<file path="config.mk">
export PLATFORM = sky130hd
export DESIGN_NAME = cssel_top
export DESIGN_NICKNAME = d
export VERILOG_FILES = /design/src/cssel_pkg.sv /design/src/cssel_sync.sv /design/src/cssel_cnt.sv /design/src/cssel_top.sv
export SDC_FILE = /design/constraint.sdc
export NUM_CORES = 1
export LEC_CHECK = 0
export ABC_AREA = 1
export BUFFER_PORTS_ARGS = -buffer_cell sky130_fd_sc_hd__buf_2
export CAP_MARGIN = 0
export CELL_PAD_IN_SITES_DETAIL_PLACEMENT = 2
export CELL_PAD_IN_SITES_GLOBAL_PLACEMENT = 2
export CORE_MARGIN = 10
export CORE_UTILIZATION = 26
export DETAILED_ROUTE_END_ITERATION = 6
export MAX_ROUTING_LAYER = met4
export PLACE_DENSITY_LB_ADDON = 0.1
export SLEW_MARGIN = 40
export SYNTH_ARGS = -nofsm -noshare
export SYNTH_HDL_FRONTEND = slang
export SYNTH_SLANG_ARGS = --single-unit
</file>
<file path="constraint.sdc">
create_clock -name aclk -period 1.7 [get_ports aclk]
set_input_delay 0.17 -clock aclk [delete_from_list [all_inputs] [get_ports aclk]]
set_output_delay 0.17 -clock aclk [all_outputs]
set_load 0.05 [all_outputs]
</file>
<file path="src/cssel_pkg.sv">
// shared constants for the clock source and start-up selector
package cssel_pkg;
    localparam int          CNT_W      = 17;
    localparam logic [3:0]  SRC_RC_CODE  = 4'h2;
    localparam logic [1:0]  SRC_LF_HI    = 2'h1;
    localparam logic [1:0]  STARTUP_NONE = 2'h0;
    localparam logic [1:0]  STARTUP_4MS  = 2'h1;
    localparam logic [1:0]  STARTUP_65MS = 2'h2;
    localparam logic [CNT_W-1:0] RESET_CK  = 17'h0000E;
    localparam logic [CNT_W-1:0] WAKE_6    = 17'h00006;
    localparam logic [CNT_W-1:0] WAKE_258  = 17'h00102;
    localparam logic [CNT_W-1:0] WAKE_1K   = 17'h00400;
    localparam logic [CNT_W-1:0] CNT_ZERO  = 17'h00000;
    localparam logic [3:0]  PS_DIV8    = 4'h3;
    localparam logic [3:0]  PS_DIV1    = 4'h0;
    localparam logic [6:0]  TRIM_RST   = 7'h00;
    localparam logic [3:0]  ADDR_TRIM  = 4'h0;
    localparam logic [3:0]  ADDR_PRESC = 4'h4;
    localparam logic [3:0]  ADDR_STAT  = 4'h8;
    localparam logic [1:0]  RESP_OKAY  = 2'h0;
    localparam logic [1:0]  RESP_SLVERR = 2'h2;
    typedef enum logic [5:0] {
        S_LOAD   = 6'h01,
        S_RTD    = 6'h02,
        S_RST_CK = 6'h04,
        S_RUN    = 6'h08,
        S_SLEEP  = 6'h10,
        S_WAKE   = 6'h20
    } cssel_state_t;
endpackage

</file>
<file path="src/cssel_sync.sv">
// three-flop pin synchroniser giving one pulse per accepted rising edge
module cssel_sync (
    input  wire logic aclk,
    input  wire logic aresetn,
    input  wire logic pin,
    output logic      rise_q
);
    logic s1_q;
    logic s2_q;
    logic s3_q;
    logic level_q;
    wire  agree = (s2_q == s3_q);

    always_ff @(posedge aclk) begin
        if (!aresetn) begin
            s1_q    <= 1'b0;
            s2_q    <= 1'b0;
            s3_q    <= 1'b0;
            level_q <= 1'b0;
            rise_q  <= 1'b0;
        end else begin
            s1_q   <= pin;
            s2_q   <= s1_q;
            s3_q   <= s2_q;
            rise_q <= agree & s3_q & ~level_q;
            if (agree) begin
                level_q <= s3_q;
            end
        end
    end
endmodule

</file>
<file path="src/cssel_cnt.sv">
// down-counter of source ticks; load wins over a tick
module cssel_cnt
    import cssel_pkg::*;
(
    input  wire logic             aclk,
    input  wire logic             aresetn,
    input  wire logic             load,
    input  wire logic [CNT_W-1:0] load_val,
    input  wire logic             tick,
    output logic      [CNT_W-1:0] count_q,
    output logic                  done
);
    assign done = (count_q == CNT_ZERO);

    always_ff @(posedge aclk) begin
        if (!aresetn) begin
            count_q <= CNT_ZERO;
        end else if (load) begin
            count_q <= load_val;
        end else if (tick && !done) begin
            count_q <= count_q - 17'h00001;
        end
    end
endmodule

</file>
<file path="src/cssel_top.sv">
// clock source selection, start-up delays and rc trim register
// Functional notes
// - Crystal range follows source-select bits 3..1, codes 100 to 111.
// - Crystal wake delay is 258, 1K or 16K cycles by bit 0 and start-up.
// - Crystal reset delay is 14 cycles plus none, 4.1 ms or 65 ms.
// - Source-select codes 0100 to 0111 choose the watch-crystal oscillator.
// - Watch-crystal reset delay is 14 cycles plus none, 4.1 or 65 ms.
// - Watch-crystal wake delay is 1K for 0100/0110 and 32K for 0101/0111.
// - Source-select code 0010 chooses the internal 8 MHz rc oscillator.
// - A programmed divide-by-eight fuse divides the clock by 8 at start-up.
// - The calibration byte is loaded into the trim register during reset.
// - Rc wake is 6 cycles; reset delay is 14 cycles plus none, 4.1 or 65 ms.
// - Trim bit 7 reads zero; bits 6..0 are a writable trim value.
// - Trim zero is the slowest rc setting and 0x7F the fastest.
// - The reset time-out is always counted on the watchdog oscillator.
// - The 4.1 ms option is 4096 and the 65 ms option 65536 watchdog cycles.
// - Prescaler field resets to 0011 with the fuse programmed, else 0000.
module cssel_top
    import cssel_pkg::*;
#(
    parameter logic [CNT_W-1:0] WAKE_16K_CK  = 17'h04000,
    parameter logic [CNT_W-1:0] WAKE_32K_CK  = 17'h08000,
    parameter logic [CNT_W-1:0] WDT_4MS_CYC  = 17'h01000,
    parameter logic [CNT_W-1:0] WDT_65MS_CYC = 17'h10000
) (
    input  wire logic        aclk,
    input  wire logic        aresetn,
    input  wire logic [3:0]  clock_source_select_fuses,
    input  wire logic [1:0]  startup_time_fuses,
    input  wire logic        divide_by_eight_fuse,
    input  wire logic [7:0]  factory_cal_byte,
    input  wire logic        osc_clk_pin,
    input  wire logic        wdt_osc_pin,
    input  wire logic        sleep_req,
    input  wire logic        wake_req,
    output logic             sys_clk_en_q,
    output logic             xtal_osc_en_q,
    output logic [2:0]       xtal_range_q,
    output logic             lf_osc_en_q,
    output logic             rc_osc_en_q,
    output logic [6:0]       rc_trim_value_q,
    output logic [3:0]       prescaler_select_field_q,
    input  wire logic [31:0] s_axi_awaddr,
    input  wire logic        s_axi_awvalid,
    output logic             s_axi_awready,
    input  wire logic [31:0] s_axi_wdata,
    input  wire logic [3:0]  s_axi_wstrb,
    input  wire logic        s_axi_wvalid,
    output logic             s_axi_wready,
    output logic [1:0]       s_axi_bresp,
    output logic             s_axi_bvalid,
    input  wire logic        s_axi_bready,
    input  wire logic [31:0] s_axi_araddr,
    input  wire logic        s_axi_arvalid,
    output logic             s_axi_arready,
    output logic [31:0]      s_axi_rdata,
    output logic [1:0]       s_axi_rresp,
    output logic             s_axi_rvalid,
    input  wire logic        s_axi_rready
);
    cssel_state_t     state_q;
    cssel_state_t     state_d;
    logic [3:0]       src_sel_q;
    logic [1:0]       startup_q;
    logic             osc_tick;
    logic             wdt_tick;
    logic [CNT_W-1:0] osc_cnt;
    logic [CNT_W-1:0] wdt_cnt;
    logic             osc_done;
    logic             wdt_done;

    // wake cycles on the selected source
    function automatic logic [CNT_W-1:0] wake_cnt(input logic [3:0] ck,
                                                  input logic [1:0] st);
        logic [CNT_W-1:0] r;
        r = WAKE_6;
        if (ck[3]) begin
            if (!ck[0]) begin
                r = st[1] ? WAKE_1K : WAKE_258;
            end else begin
                r = (st == STARTUP_NONE) ? WAKE_1K : WAKE_16K_CK;
            end
        end else if (ck[3:2] == SRC_LF_HI) begin
            r = ck[0] ? WAKE_32K_CK : WAKE_1K;
        end
        return r;
    endfunction

    // extra reset delay in watchdog cycles; reserved code takes the longest
    function automatic logic [CNT_W-1:0] ext_cnt(input logic [3:0] ck,
                                                 input logic [1:0] st);
        logic [2:0]       k;
        logic [CNT_W-1:0] r;
        k = {ck[0], st};
        r = WDT_65MS_CYC;
        if (ck[3]) begin
            unique case (k)
                3'h0, 3'h3, 3'h6: r = WDT_4MS_CYC;
                3'h2, 3'h5:       r = CNT_ZERO;
                default:          r = WDT_65MS_CYC;
            endcase
        end else if (st == STARTUP_NONE) begin
            r = CNT_ZERO;
        end else if (st == STARTUP_4MS) begin
            r = WDT_4MS_CYC;
        end
        return r;
    endfunction

    wire fz_xtal = clock_source_select_fuses[3];
    wire fz_lf   = (clock_source_select_fuses[3:2] == SRC_LF_HI);
    wire fz_rc   = (clock_source_select_fuses == SRC_RC_CODE);
    wire [CNT_W-1:0] ext_val  = ext_cnt(clock_source_select_fuses,
                                        startup_time_fuses);
    wire [CNT_W-1:0] wake_val = wake_cnt(src_sel_q, startup_q);
    wire in_load  = (state_q == S_LOAD);
    wire wdt_load = in_load;
    wire osc_load = (state_q == S_RTD && wdt_done) ||
                    (state_q == S_SLEEP && wake_req);
    wire [CNT_W-1:0] osc_val = (state_q == S_RTD) ? RESET_CK : wake_val;

    // reset time-out runs on the watchdog oscillator, never the system source
    cssel_sync u_wdt_sync (
        .aclk    (aclk),
        .aresetn (aresetn),
        .pin     (wdt_osc_pin),
        .rise_q  (wdt_tick)
    );

    cssel_sync u_osc_sync (
        .aclk    (aclk),
        .aresetn (aresetn),
        .pin     (osc_clk_pin),
        .rise_q  (osc_tick)
    );

    cssel_cnt u_wdt_cnt (
        .aclk     (aclk),
        .aresetn  (aresetn),
        .load     (wdt_load),
        .load_val (ext_val),
        .tick     (wdt_tick),
        .count_q  (wdt_cnt),
        .done     (wdt_done)
    );

    cssel_cnt u_osc_cnt (
        .aclk     (aclk),
        .aresetn  (aresetn),
        .load     (osc_load),
        .load_val (osc_val),
        .tick     (osc_tick),
        .count_q  (osc_cnt),
        .done     (osc_done)
    );

    // start-up sequencing
    always_comb begin
        state_d = state_q;
        unique case (state_q)
            S_LOAD:   state_d = S_RTD;
            S_RTD:    if (wdt_done) state_d = S_RST_CK;
            S_RST_CK: if (osc_done) state_d = S_RUN;
            S_RUN:    if (sleep_req) state_d = S_SLEEP;
            S_SLEEP:  if (wake_req) state_d = S_WAKE;
            S_WAKE:   if (osc_done) state_d = S_RUN;
        endcase
    end

    always_ff @(posedge aclk) begin
        if (!aresetn) begin
            state_q      <= S_LOAD;
            sys_clk_en_q <= 1'b0;
        end else begin
            state_q      <= state_d;
            sys_clk_en_q <= (state_d == S_RUN);
        end
    end

    // fuses are static; caught once on the first edge after release
    always_ff @(posedge aclk) begin
        if (!aresetn) begin
            src_sel_q     <= SRC_RC_CODE;
            startup_q     <= STARTUP_65MS;
            xtal_osc_en_q <= 1'b0;
            xtal_range_q  <= 3'h0;
            lf_osc_en_q   <= 1'b0;
            rc_osc_en_q   <= 1'b0;
        end else if (in_load) begin
            src_sel_q     <= clock_source_select_fuses;
            startup_q     <= startup_time_fuses;
            xtal_osc_en_q <= fz_xtal;
            xtal_range_q  <= fz_xtal ?
                             clock_source_select_fuses[3:1] : 3'h0;
            lf_osc_en_q   <= fz_lf;
            rc_osc_en_q   <= fz_rc;
        end
    end

    // register bus: address and data taken together, one answer each
    logic wr_do;
    logic rd_do;
    assign wr_do = s_axi_awready;
    assign rd_do = s_axi_arready;
    wire wr_go = s_axi_awvalid & s_axi_wvalid & ~s_axi_bvalid & ~wr_do;
    wire rd_go = s_axi_arvalid & ~s_axi_rvalid & ~rd_do;
    wire [3:0] waddr = s_axi_awaddr[3:0];
    wire [3:0] raddr = s_axi_araddr[3:0];
    wire w_hit = (s_axi_awaddr[31:4] == 28'h0000000) &&
                 (waddr == ADDR_TRIM || waddr == ADDR_PRESC ||
                  waddr == ADDR_STAT);
    wire r_hit = (s_axi_araddr[31:4] == 28'h0000000) &&
                 (raddr == ADDR_TRIM || raddr == ADDR_PRESC ||
                  raddr == ADDR_STAT);
    wire wr_lo = wr_do & w_hit & s_axi_wstrb[0];
    wire [31:0] stat_word = {16'h0000, 2'h0, state_q,
                             1'b0, sys_clk_en_q, startup_q, src_sel_q};
    wire [31:0] rd_mux = (raddr == ADDR_TRIM) ?
                         {25'h0, rc_trim_value_q} :
                         (raddr == ADDR_PRESC) ?
                         {28'h0000000, prescaler_select_field_q} :
                         stat_word;

    always_ff @(posedge aclk) begin
        if (!aresetn) begin
            s_axi_awready <= 1'b0;
            s_axi_wready  <= 1'b0;
            s_axi_bvalid  <= 1'b0;
            s_axi_bresp   <= RESP_OKAY;
            s_axi_arready <= 1'b0;
            s_axi_rvalid  <= 1'b0;
            s_axi_rresp   <= RESP_OKAY;
            s_axi_rdata   <= 32'h00000000;
        end else begin
            s_axi_awready <= wr_go;
            s_axi_wready  <= wr_go;
            s_axi_arready <= rd_go;
            if (wr_do) begin
                s_axi_bvalid <= 1'b1;
                s_axi_bresp  <= w_hit ? RESP_OKAY : RESP_SLVERR;
            end else if (s_axi_bready) begin
                s_axi_bvalid <= 1'b0;
            end
            if (rd_do) begin
                s_axi_rvalid <= 1'b1;
                s_axi_rresp  <= r_hit ? RESP_OKAY : RESP_SLVERR;
                s_axi_rdata  <= r_hit ? rd_mux : 32'h00000000;
            end else if (s_axi_rready) begin
                s_axi_rvalid <= 1'b0;
            end
        end
    end

    // trim and prescaler; reset load wins over any bus write
    always_ff @(posedge aclk) begin
        if (!aresetn) begin
            rc_trim_value_q          <= TRIM_RST;
            prescaler_select_field_q <= PS_DIV8;
        end else if (in_load) begin
            rc_trim_value_q          <= factory_cal_byte[6:0];
            prescaler_select_field_q <= divide_by_eight_fuse ?
                                        PS_DIV1 : PS_DIV8;
        end else if (wr_lo && waddr == ADDR_TRIM) begin
            // trim drives the rc oscillator straight, 0 slowest
            rc_trim_value_q          <= s_axi_wdata[6:0];
        end else if (wr_lo && waddr == ADDR_PRESC) begin
            prescaler_select_field_q <= s_axi_wdata[3:0];
        end
    end

    chk_xtal_range: assert property (
        @(posedge aclk) disable iff (!aresetn)
        in_load && fz_xtal |=> xtal_range_q == $past(
            clock_source_select_fuses[3:1]) && xtal_osc_en_q)
        else $error("crystal range not taken from fuses");
    chk_lf_select: assert property (
        @(posedge aclk) disable iff (!aresetn)
        in_load |=> lf_osc_en_q == $past(fz_lf)
            && !(lf_osc_en_q && rc_osc_en_q))
        else $error("watch crystal selection wrong");
    chk_rc_select: assert property (
        @(posedge aclk) disable iff (!aresetn)
        in_load && clock_source_select_fuses == SRC_RC_CODE |=> rc_osc_en_q)
        else $error("rc oscillator not selected");
    chk_ext_delay: assert property (
        @(posedge aclk) disable iff (!aresetn)
        in_load |=> wdt_cnt == ext_cnt($past(clock_source_select_fuses),
                                       $past(startup_time_fuses)))
        else $error("reset delay count wrong");
    chk_wake_count: assert property (
        @(posedge aclk) disable iff (!aresetn)
        state_q == S_SLEEP && wake_req |=>
            osc_cnt == wake_cnt(src_sel_q, startup_q) && !sys_clk_en_q)
        else $error("wake delay count wrong");
    chk_wdt_only: assert property (
        @(posedge aclk) disable iff (!aresetn)
        state_q == S_RTD && !wdt_tick && !wdt_done |=> $stable(wdt_cnt))
        else $error("reset time-out moved without watchdog tick");
    chk_trim_load: assert property (
        @(posedge aclk) disable iff (!aresetn)
        in_load |=> rc_trim_value_q == $past(factory_cal_byte[6:0]))
        else $error("calibration byte not loaded");
    chk_presc_rst: assert property (
        @(posedge aclk) disable iff (!aresetn)
        in_load |=> prescaler_select_field_q ==
            ($past(divide_by_eight_fuse) ? PS_DIV1 : PS_DIV8))
        else $error("prescaler reset value wrong");
    chk_trim_msb: assert property (
        @(posedge aclk) disable iff (!aresetn)
        rd_do && raddr == ADDR_TRIM && r_hit |=> s_axi_rdata[7] == 1'b0)
        else $error("trim bit 7 not zero");
    chk_gate_off: assert property (
        @(posedge aclk) disable iff (!aresetn)
        state_q == S_RST_CK && !osc_done |=> !sys_clk_en_q)
        else $error("clock released before start-up count");
endmodule

</file>
* After elaboration in Yosys (flattened, before gate mapping) *
Index checks and enable logic that the tools add are counted.

storage, ports and cells
  logic and storage cells = 140
  output and inout bits = 59
  input port bits = 126
  flip-flop bits (word level) = 114

operators by class
  equality and inequality tests = 22
  add/subtract/negate cells = 2
  bitwise logic cells = 17
  multiplexer cells = 36
  reductions and logical operators = 34

operators with widths
  operator                                                               count
  17-bit 2-to-1 mux                                                      9
  28-bit logical NOT                                                     2
  14-bit 2-to-1 mux                                                      3
  17-bit logical NOT                                                     2
  17-bit one-hot mux with 2 select lines                                 1
  17-bit by 1-bit subtractor with 17-bit output, second input constant   2
  16-bit 2-to-1 mux                                                      2
  15-bit 2-to-1 mux                                                      2
  6-bit one-hot mux with 5 select lines                                  1
  6-bit 2-to-1 mux                                                       4
  7-bit 2-to-1 mux                                                       2
  6-bit by 4-bit equality test with 1-bit output, second input constant  2
  4-bit 2-to-1 mux                                                       3
  2-bit nonzero test                                                     6
  1-bit AND                                                              11
  11-bit 2-to-1 mux                                                      1
  4-bit by 3-bit equality test with 1-bit output, second input constant  2
  4-bit equality test, second input constant                             2
  1-bit logical AND                                                      8
  4-bit logical NOT                                                      2
  2-bit by 1-bit equality test with 1-bit output, second input constant  3
  3-bit by 2-bit equality test with 1-bit output, second input constant  2
  3-bit equality test, second input constant                             2
  6-bit by 1-bit equality test with 1-bit output, second input constant  1
  18 further kinds                                                       36

* Longest topological paths before layout *
Gate-level depths: netlist (run 1).

  word-level depth = 10
  gate-level depth with buffers = 12
  gate-level depth less buffers = 12

* Modules after synthesis *
Synthesis (run 1) repeated with hierarchy kept, for this count alone.

unflattened totals
  cells, all modules = 847
  area, all modules = 5377.7 sq um

modules (own cells, without submodules)
  module      cells each  times used  area an instance (sq um)  seq. area each (sq um)
  cssel_top   411         1           2682.6                    940.9
  cssel_cnt   199         2           1186.1                    340.3
  cssel_sync  19          2           161.4                     100.1

* Worst setup path before layout (run 1) *
OpenSTA, ideal clock, no wires.

  path type = register to register
  start point = reg, netlist name s_axi_wready
  end point = reg rc_trim_value_q[6]
  buffers on the path = 1
  setup slack = 0.055 ns
  library setup time = 0.114 ns
  arrival time = 1.531 ns
  clock period less this slack = 1.645 ns
  data required time = 1.586 ns
  cell stages (with the launch flop) = 11
  cell sequence = dfxtp_1 > nand2_1 > nor2_1 > nand2_1 > nor2_1 > nand4_1 > nand2_2 > buf_4 > nand2_1 > nand2_1 > nor2_1

RTL lines
  element               RTL line          source
  end signal, assigned  cssel_top.sv:260  rc_trim_value_q <= factory_cal_byte[6:0];
  end signal, assigned  cssel_top.sv:265  rc_trim_value_q <= s_axi_wdata[6:0];
  end, declared         cssel_top.sv:41   output logic [6:0] rc_trim_value_q,

* Worst setup path after layout (run 1) *
  start point = reg u_osc_cnt.count_q[1]
  end point = reg u_osc_cnt.count_q[7]

on the way
  cells in the longest elaborated chain, start to end = 4
  elaborated cells on any way between the ends = 7

RTL lines
  element                                                                                RTL line         source
  start, declared                                                                        cssel_cnt.sv:10  output logic [CNT_W-1:0] count_q,
  start signal, assigned                                                                 cssel_cnt.sv:19  count_q <= load_val;
  start signal, assigned                                                                 cssel_cnt.sv:21  count_q <= count_q - 17'h00001;
  branches (longest 4 deep; another with 17-bit by 1-bit subtractor with 17-bit output)  n/a

Several ways; the timed one is not identified. The select of a mux whose other input is x is not followed.
A chain may end at the register's enable or synchronous reset.

==> results.json, run 1 <==
{
  "die_y_um": 159,
  "relSlewSlack_pct": 64.8,
  "final_cells": 1212,
  "antenna_found_initial": 0,
  "htreeDepth": 3,
  "synth_top_area_cell": "dfxtp_1",
  "period_needed_ns": 1.65,
  "syn_inst": 767,
  "reg2reg_slack_ns": 0.05,
  "drv_slew": 0,
  "fp.dieW_um": 159,
  "rsz0062_at_grt": "yes",
  "synthTopCellsByArea": "dfxtp_1, nand2_1, nor2_1",
  "insertedDiodeCount": 0,
  "numCtsBuffers": 9,
  "io_buffers": 134,
  "ant_nets": 0,
  "fmax_ghz": 0.607,
  "start_kind": "register",
  "crit_required_ns": 1.99,
  "final_util_pct": 36.1,
  "clockBufferDepth": 2,
  "hold_viol_final": 0,
  "drv_cap": 0,
  "place_congestion": 0.816,
  "crit_arrival_ns": 1.94,
  "min_from": "wdt_osc_pin",
  "min_period_over_period_pct": 96.9,
  "worstMarginPinSlew_ns": 0.523,
  "cts_root_buffer": "clkbuf_16",
  "tns_ns": 0,
  "crit_type": "reg2reg",
  "reg2reg_from": "u_osc_cnt.count_q[1]",
  "fin_nets": 1079,
  "outcome": "completed",
  "synth-edff-count": 0,
  "drtIter0Drc": 122,
  "cts_sinks": 91,
  "routed-via-count": 5555,
  "power.density_nw_per_um2": 966,
  "ios": 185,
  "timing.rr.end": "u_osc_cnt.count_q[7]",
  "synth-seq-cells": 91,
  "first_global_vias": 6251,
  "grt_usage_pct": 16.0,
  "vdd_drop_max_v": 0.000478,
  "first_pass_iters": 4,
  "overflow": 0,
  "drc": 0,
  "drive_above_1_share_pct": 29.4,
  "finClkSkew_ns": 0.00762,
  "dpl.hpwl_um": 16400,
  "die-area_sq_um": 25400,
  "ys_seq_area_share_pct": 36.0,
  "final_common_cell": "nand2_1",
  "wire_per_inst_um": 16.9,
  "avgSynthCellArea_sq_um": 6.60,
  "hp-class": "in2reg",
  "place_inst": 1183,
  "yosysUniqueCellTypes": 48,
  "reg2reg_depth": 11,
  "grt_max_degree": 22,
  "core_sq_um": 18900,
  "ys.warnings.count": 0,
  "hold_path_depth": 3,
  "cp_max_fo": 8,
  "clkTransAtPathRegs_ns": 0.07,
  "core.rowCount": 50,
  "area_delta_synth_final_pct": 34.7,
  "synthFlopType": "dfxtp_1",
  "hold_end": "u_wdt_sync.s1_q",
  "insertion_delay_ns": 0.35,
  "syn-cell-area_sq_um": 5060,
  "ys_async_sr_fraction_pct": 0,
  "start_util_pct": 26.8,
  "drt-total-wl_um": 20500,
  "grt_pass1_wl_um": 32500,
  "final_cell_mix": "nand2_1, buf_2, nor2_1",
  "yosys.area.top_type_share_pct": 36.0,
  "leakagePower_nw": 3.46,
  "vias_per_cell": 4.58,
  "tritoncts": "built",
  "timing.hold.ws_ns": 0.0125,
  "report.final.setup_viol": 0,
  "crit_path_end_kind": "register"
}
flip-flops by register name, summed over array words and instances (netlist names), 2 cells and up:
| name | cells |
|---|---|
| prescaler_select_field_q | 4 |
| rc_trim_value_q | 7 |
| s_axi_rdata | 13 |
| src_sel_q | 3 |
| startup_q | 2 |
| state_q | 6 |
| u_osc_cnt.count_q | 17 |
| u_wdt_cnt.count_q | 17 |
| xtal_range_q | 2 |
how the worst max path moves through the flow:
| stage | start | endpoint | slack [ns] |
|---|---|---|---|
| 2_1_floorplan | s_axi_wready | rc_trim_value_q[6] | 0.05 |
| 3_3_place_gp | u_osc_cnt.count_q[0] | u_osc_cnt.count_q[5] | 0.04 |
| 3_5_place_dp | u_osc_cnt.count_q[0] | u_osc_cnt.count_q[5] | 0.003 |
| 4_1_cts | state_q[1] | u_osc_cnt.count_q[14] | 0.01 |
| 5_1_grt | state_q[0] | u_osc_cnt.count_q[15] | -0.04 |
| 6_report | u_osc_cnt.count_q[1] | u_osc_cnt.count_q[7] | 0.05 |
power by group:
group / internal [mW] / total, mW / leakage (nW) / switching (mW)
logic: 0.660 / 1.82 / 2.54 / 1.16
registers: 2.24 / 2.34 / 0.744 / 0.0993
clock network: 1.49 / 2.42 / 0.171 / 0.930
total: 4.39 / 6.58 / 3.46 / 2.19
critical path: stages, from the launching register on:
cell	delay [ns]
dfxtp_2	0.33
inv_2	0.09
ha_4	0.15
nand3_4	0.08
nor2_4	0.13
nand2_2	0.08
nand2_4	0.07
nand3_4	0.19
buf_6	0.19
nand2_1	0.06
nand2_1	0.07
a21oi_2	0.14
final cells by class:
type                            count  area [sq um]
Multi-Input combinational cell    567          2820
Tap cell                          260           325
Sequential cell                    91          1830
Clock buffer                       11           243
Fill cell                        2325         12100
Clock inverter                      5           108
Inverter                           88           348
Timing Repair Buffer              190          1140
cell usage after synthesis (2+ instances only):
cell type / instances
and3_1: 2
o22ai_1: 6
nand4_2: 2
nand2_2: 6
nor2_1: 141
clkbuf_1: 6
nor2_2: 9
a21oi_1: 40
nand3_2: 2
nor3_1: 10
o21ai_0: 33
dfxtp_1: 91
ha_1: 6
nand3_4: 2
nand4_1: 13
inv_2: 3
nor4_1: 2
nand2_1: 200
buf_6: 4
a31oi_1: 3
nand2_4: 3
o211ai_1: 2
nand3_1: 36
xor2_1: 5
nor2_4: 5
o21ai_1: 3
inv_1: 83
buf_4: 29
cells by family (layout without fill, tap and decap cells):
group / after synthesis / count (layout) / synth area share (%)
AOI/OAI and AO/OA: 93 / 93 / 10.1
buffers and inverters: 129 / 294 / 12.4
other: 1 / 21 / 0.0741
xor gates and xnor gates: 6 / 6 / 1.04
DFF: 91 / 91 / 36.0
adders and majority gates: 6 / 6 / 1.48
and+or+nand+nor: 441 / 441 / 38.9
metal layers:
layer | track usage, % | vias up | share of wire (%)
li1 | - | 2739 | -
met3 | 2.69 | 21 | 2.4
met4 | 3.45 | 0 | 0.95
met2 | 28.9 | 73 | 53
met1 | 18.1 | 2722 | 43
met5 | - | - | 0
stage by stage:
step	setup WS (ns)	total power [mW]	area (sq um)
after floorplan	0.0549	3.50	5130
after global placement	0.0440	3.98	6170
after detailed placement	0.00300	4.06	6170
after CTS	0.0101	6.53	6540
after global routing	-0.0430	6.96	6810
final	0.0525	6.58	6810
what timing repair did:
action	CTS	global route
endpoints found under the hold margin	0	0
hold buffers	0	0
gates cloned	0	1
resized for setup	4	53
pin swaps	0	12
setup buffers	0	12
endpoints found under the setup margin	7	39
(Power assumes the default switching activity.)
==> run 2, diff against run 1 <==
==> constraint.sdc (replaced) <==
create_clock -name aclk -period 1.7 [get_ports aclk]
set_input_delay 0.34 -clock aclk [delete_from_list [all_inputs] [get_ports aclk]]
set_output_delay 0.34 -clock aclk [all_outputs]
set_load 0.05 [all_outputs]
==> run 2 against run 1 <==
  * Combinational power about the same
  * Critical path depth increased by 1
  * Total power decreased by 4.1%
  * Sequential power about the same
  * Global-route usage decreased by 0.55 points
  * Via count decreased by 0.11%
  * Core utilization about the same
  * Wire length decreased by 1.7%
  * Hold slack improved by 0.16 ns
  * Die area unchanged
==> results.json, run 2 (synthesis results as in run 1) <==
{
  "grt_usage_pct": 15.5,
  "io_buffers": 134,
  "hp-class": "in2reg",
  "cts_root_buffer": "clkbuf_16",
  "core.rowCount": 50,
  "wire_per_inst_um": 16.5,
  "drtIter0Drc": 167,
  "area_delta_synth_final_pct": 34.6,
  "tritoncts": "built",
  "reg2reg_slack_ns": 0.02,
  "die_y_um": 159,
  "start_kind": "register",
  "final_cells": 1218,
  "drc": 0,
  "cp_max_fo": 6,
  "drv_slew": 0,
  "final_cell_mix": "nand2_1, buf_2, nor2_1",
  "crit_slowest_cell": "dfxtp_2",
  "min_period_over_period_pct": 98.9,
  "place_inst": 1186,
  "fmax_ghz": 0.595,
  "top_layer_used": "met4",
  "insertion_delay_ns": 0.35,
  "grt_max_degree": 32,
  "overflow": 0,
  "cpPeakStageDelay_ns": 0.35,
  "hold_viol_final": 0,
  "start_util_pct": 26.8,
  "final_common_cell": "nand2_1",
  "first_pass_iters": 4,
  "ios": 185,
  "reg_top3": "u_osc_cnt.count_q (17), u_wdt_cnt.count_q (17), s_axi_rdata (13)",
  "holdBufCountCts": 0,
  "hold_path_depth": 3,
  "crit_arrival_ns": 1.93,
  "grt_pass1_wl_um": 31600,
  "wl_met2_um": 10600,
  "crit_family": "simple AND/OR/NAND/NOR gates",
  "ant_nets": 0,
  "cpMostUsedCell": "nand3_1",
  "finalPower_mw": 6.31,
  "insertedDiodeCount": 0,
  "crit_required_ns": 1.95,
  "reg2reg_depth": 12,
  "crit_type": "reg2reg",
  "cts_sinks": 91,
  "placed_cell_area_sq_um": 6190,
  "crit_cells": 12,
  "drive_above_1_share_pct": 29.6,
  "period_needed_ns": 1.68,
  "crit_path_end_kind": "register",
  "htreeDepth": 3,
  "place_congestion": 0.791,
  "final_util_pct": 36.0,
  "outcome": "completed",
  "power.density_nw_per_um2": 927,
  "clkTransAtPathRegs_ns": 0.07,
  "die-area_sq_um": 25400,
  "path_cells": "inv_4 > ha_4 > nand3_2 > nor2_4 > nand2_2 > nand2_4 > buf_4 > clkinvlp_4 > nand3_1 > nand3_1 > nand2_1 > inv_1",
  "drv_cap": 0,
  "fin_nets": 1085,
  "dpl.hpwl_um": 16200,
  "vdd_drop_max_v": 0.000522,
  "numCtsBuffers": 9,
  "fp.dieW_um": 159,
  "first_global_vias": 6203,
  "antenna_found_initial": 0,
  "design_area_sq_um": 6810,
  "vias_per_cell": 4.56,
  "report.final.setup_viol": 0,
  "fill_cells": 2324,
  "core_sq_um": 18900,
  "drt-total-wl_um": 20200,
  "routed-via-count": 5549,
  "leakagePower_nw": 3.45,
  "dp_slack_ns": -0.0442,
  "finClkSkew_ns": 0.00741,
  "wl_met1_um": 8810,
  "critPathBufInv": 4,
  "worst_slack_ns": 0.0194,
  "met3WireLength_um": 505,
  "clockBufferDepth": 2
}
[run 2: changes by cell type in the layout (fill, tap and decap cells not counted), moves of 3 or more]
cell | before | now
buf_4 | 49 | 59
buf_6 | 5 | 1
dfxtp_1 | 84 | 87
dfxtp_2 | 7 | 4
nand2_1 | 196 | 193
nand2_2 | 8 | 11
[run 2: area by class of cell]
type	instances	area, sq um	share of cell area (%)
clock buffer	10	239	3.51
clock inverter	6	72.6	1.07
inverter	88	350	5.15
multi-input combinational	567	2830	41.6
sequential	91	1830	26.8
tap	260	325	4.78
timing repair buffer	196	1160	17.1
[run 2: layer usage]
metal,track usage (%),vias to the layer above
li1,-,2759
met5,-,-
met1,17.4,2700
met4,3.96,0
met3,2.61,14
met2,27.7,76
[run 2: stage by stage]
stage	hold slack, ns	setup TNS (ns)
2_1_floorplan	0.390	0
3_5_place_dp	0.404	-0.129
6_report	0.172	0
3_3_place_gp	0.394	0
5_1_grt	0.169	-0.546
4_1_cts	0.162	-0.0452
[run 2: final timing paths]
path	end	startpoint
max	u_osc_cnt.count_q[2]	u_osc_cnt.count_q[1]
min reg2reg	u_osc_sync.s2_q	u_osc_sync.s1_q
max reg2reg	u_osc_cnt.count_q[2]	u_osc_cnt.count_q[1]
min	u_osc_sync.s1_q	osc_clk_pin
[run 2: timing repair]
action	in CTS	in global routing
resized for setup	4	48
pin swaps	0	10
buffers inserted	0	16
endpoints found under the setup margin	6	34
[run 2: power by group]
part | internal (mW) | switching [mW]
logic | 0.659 | 1.17
registers | 2.24 | 0.0989
clock network | 1.20 | 0.952
total | 4.09 | 2.22
[run 2: worst reg2reg max path: cells and delay by family, from the launching register on]
kind / cells / cell delay, ns
fa+ha+maj: 1 / 0.12
buf+inv: 4 / 0.39
flops: 1 / 0.35
simple gates: 7 / 0.72
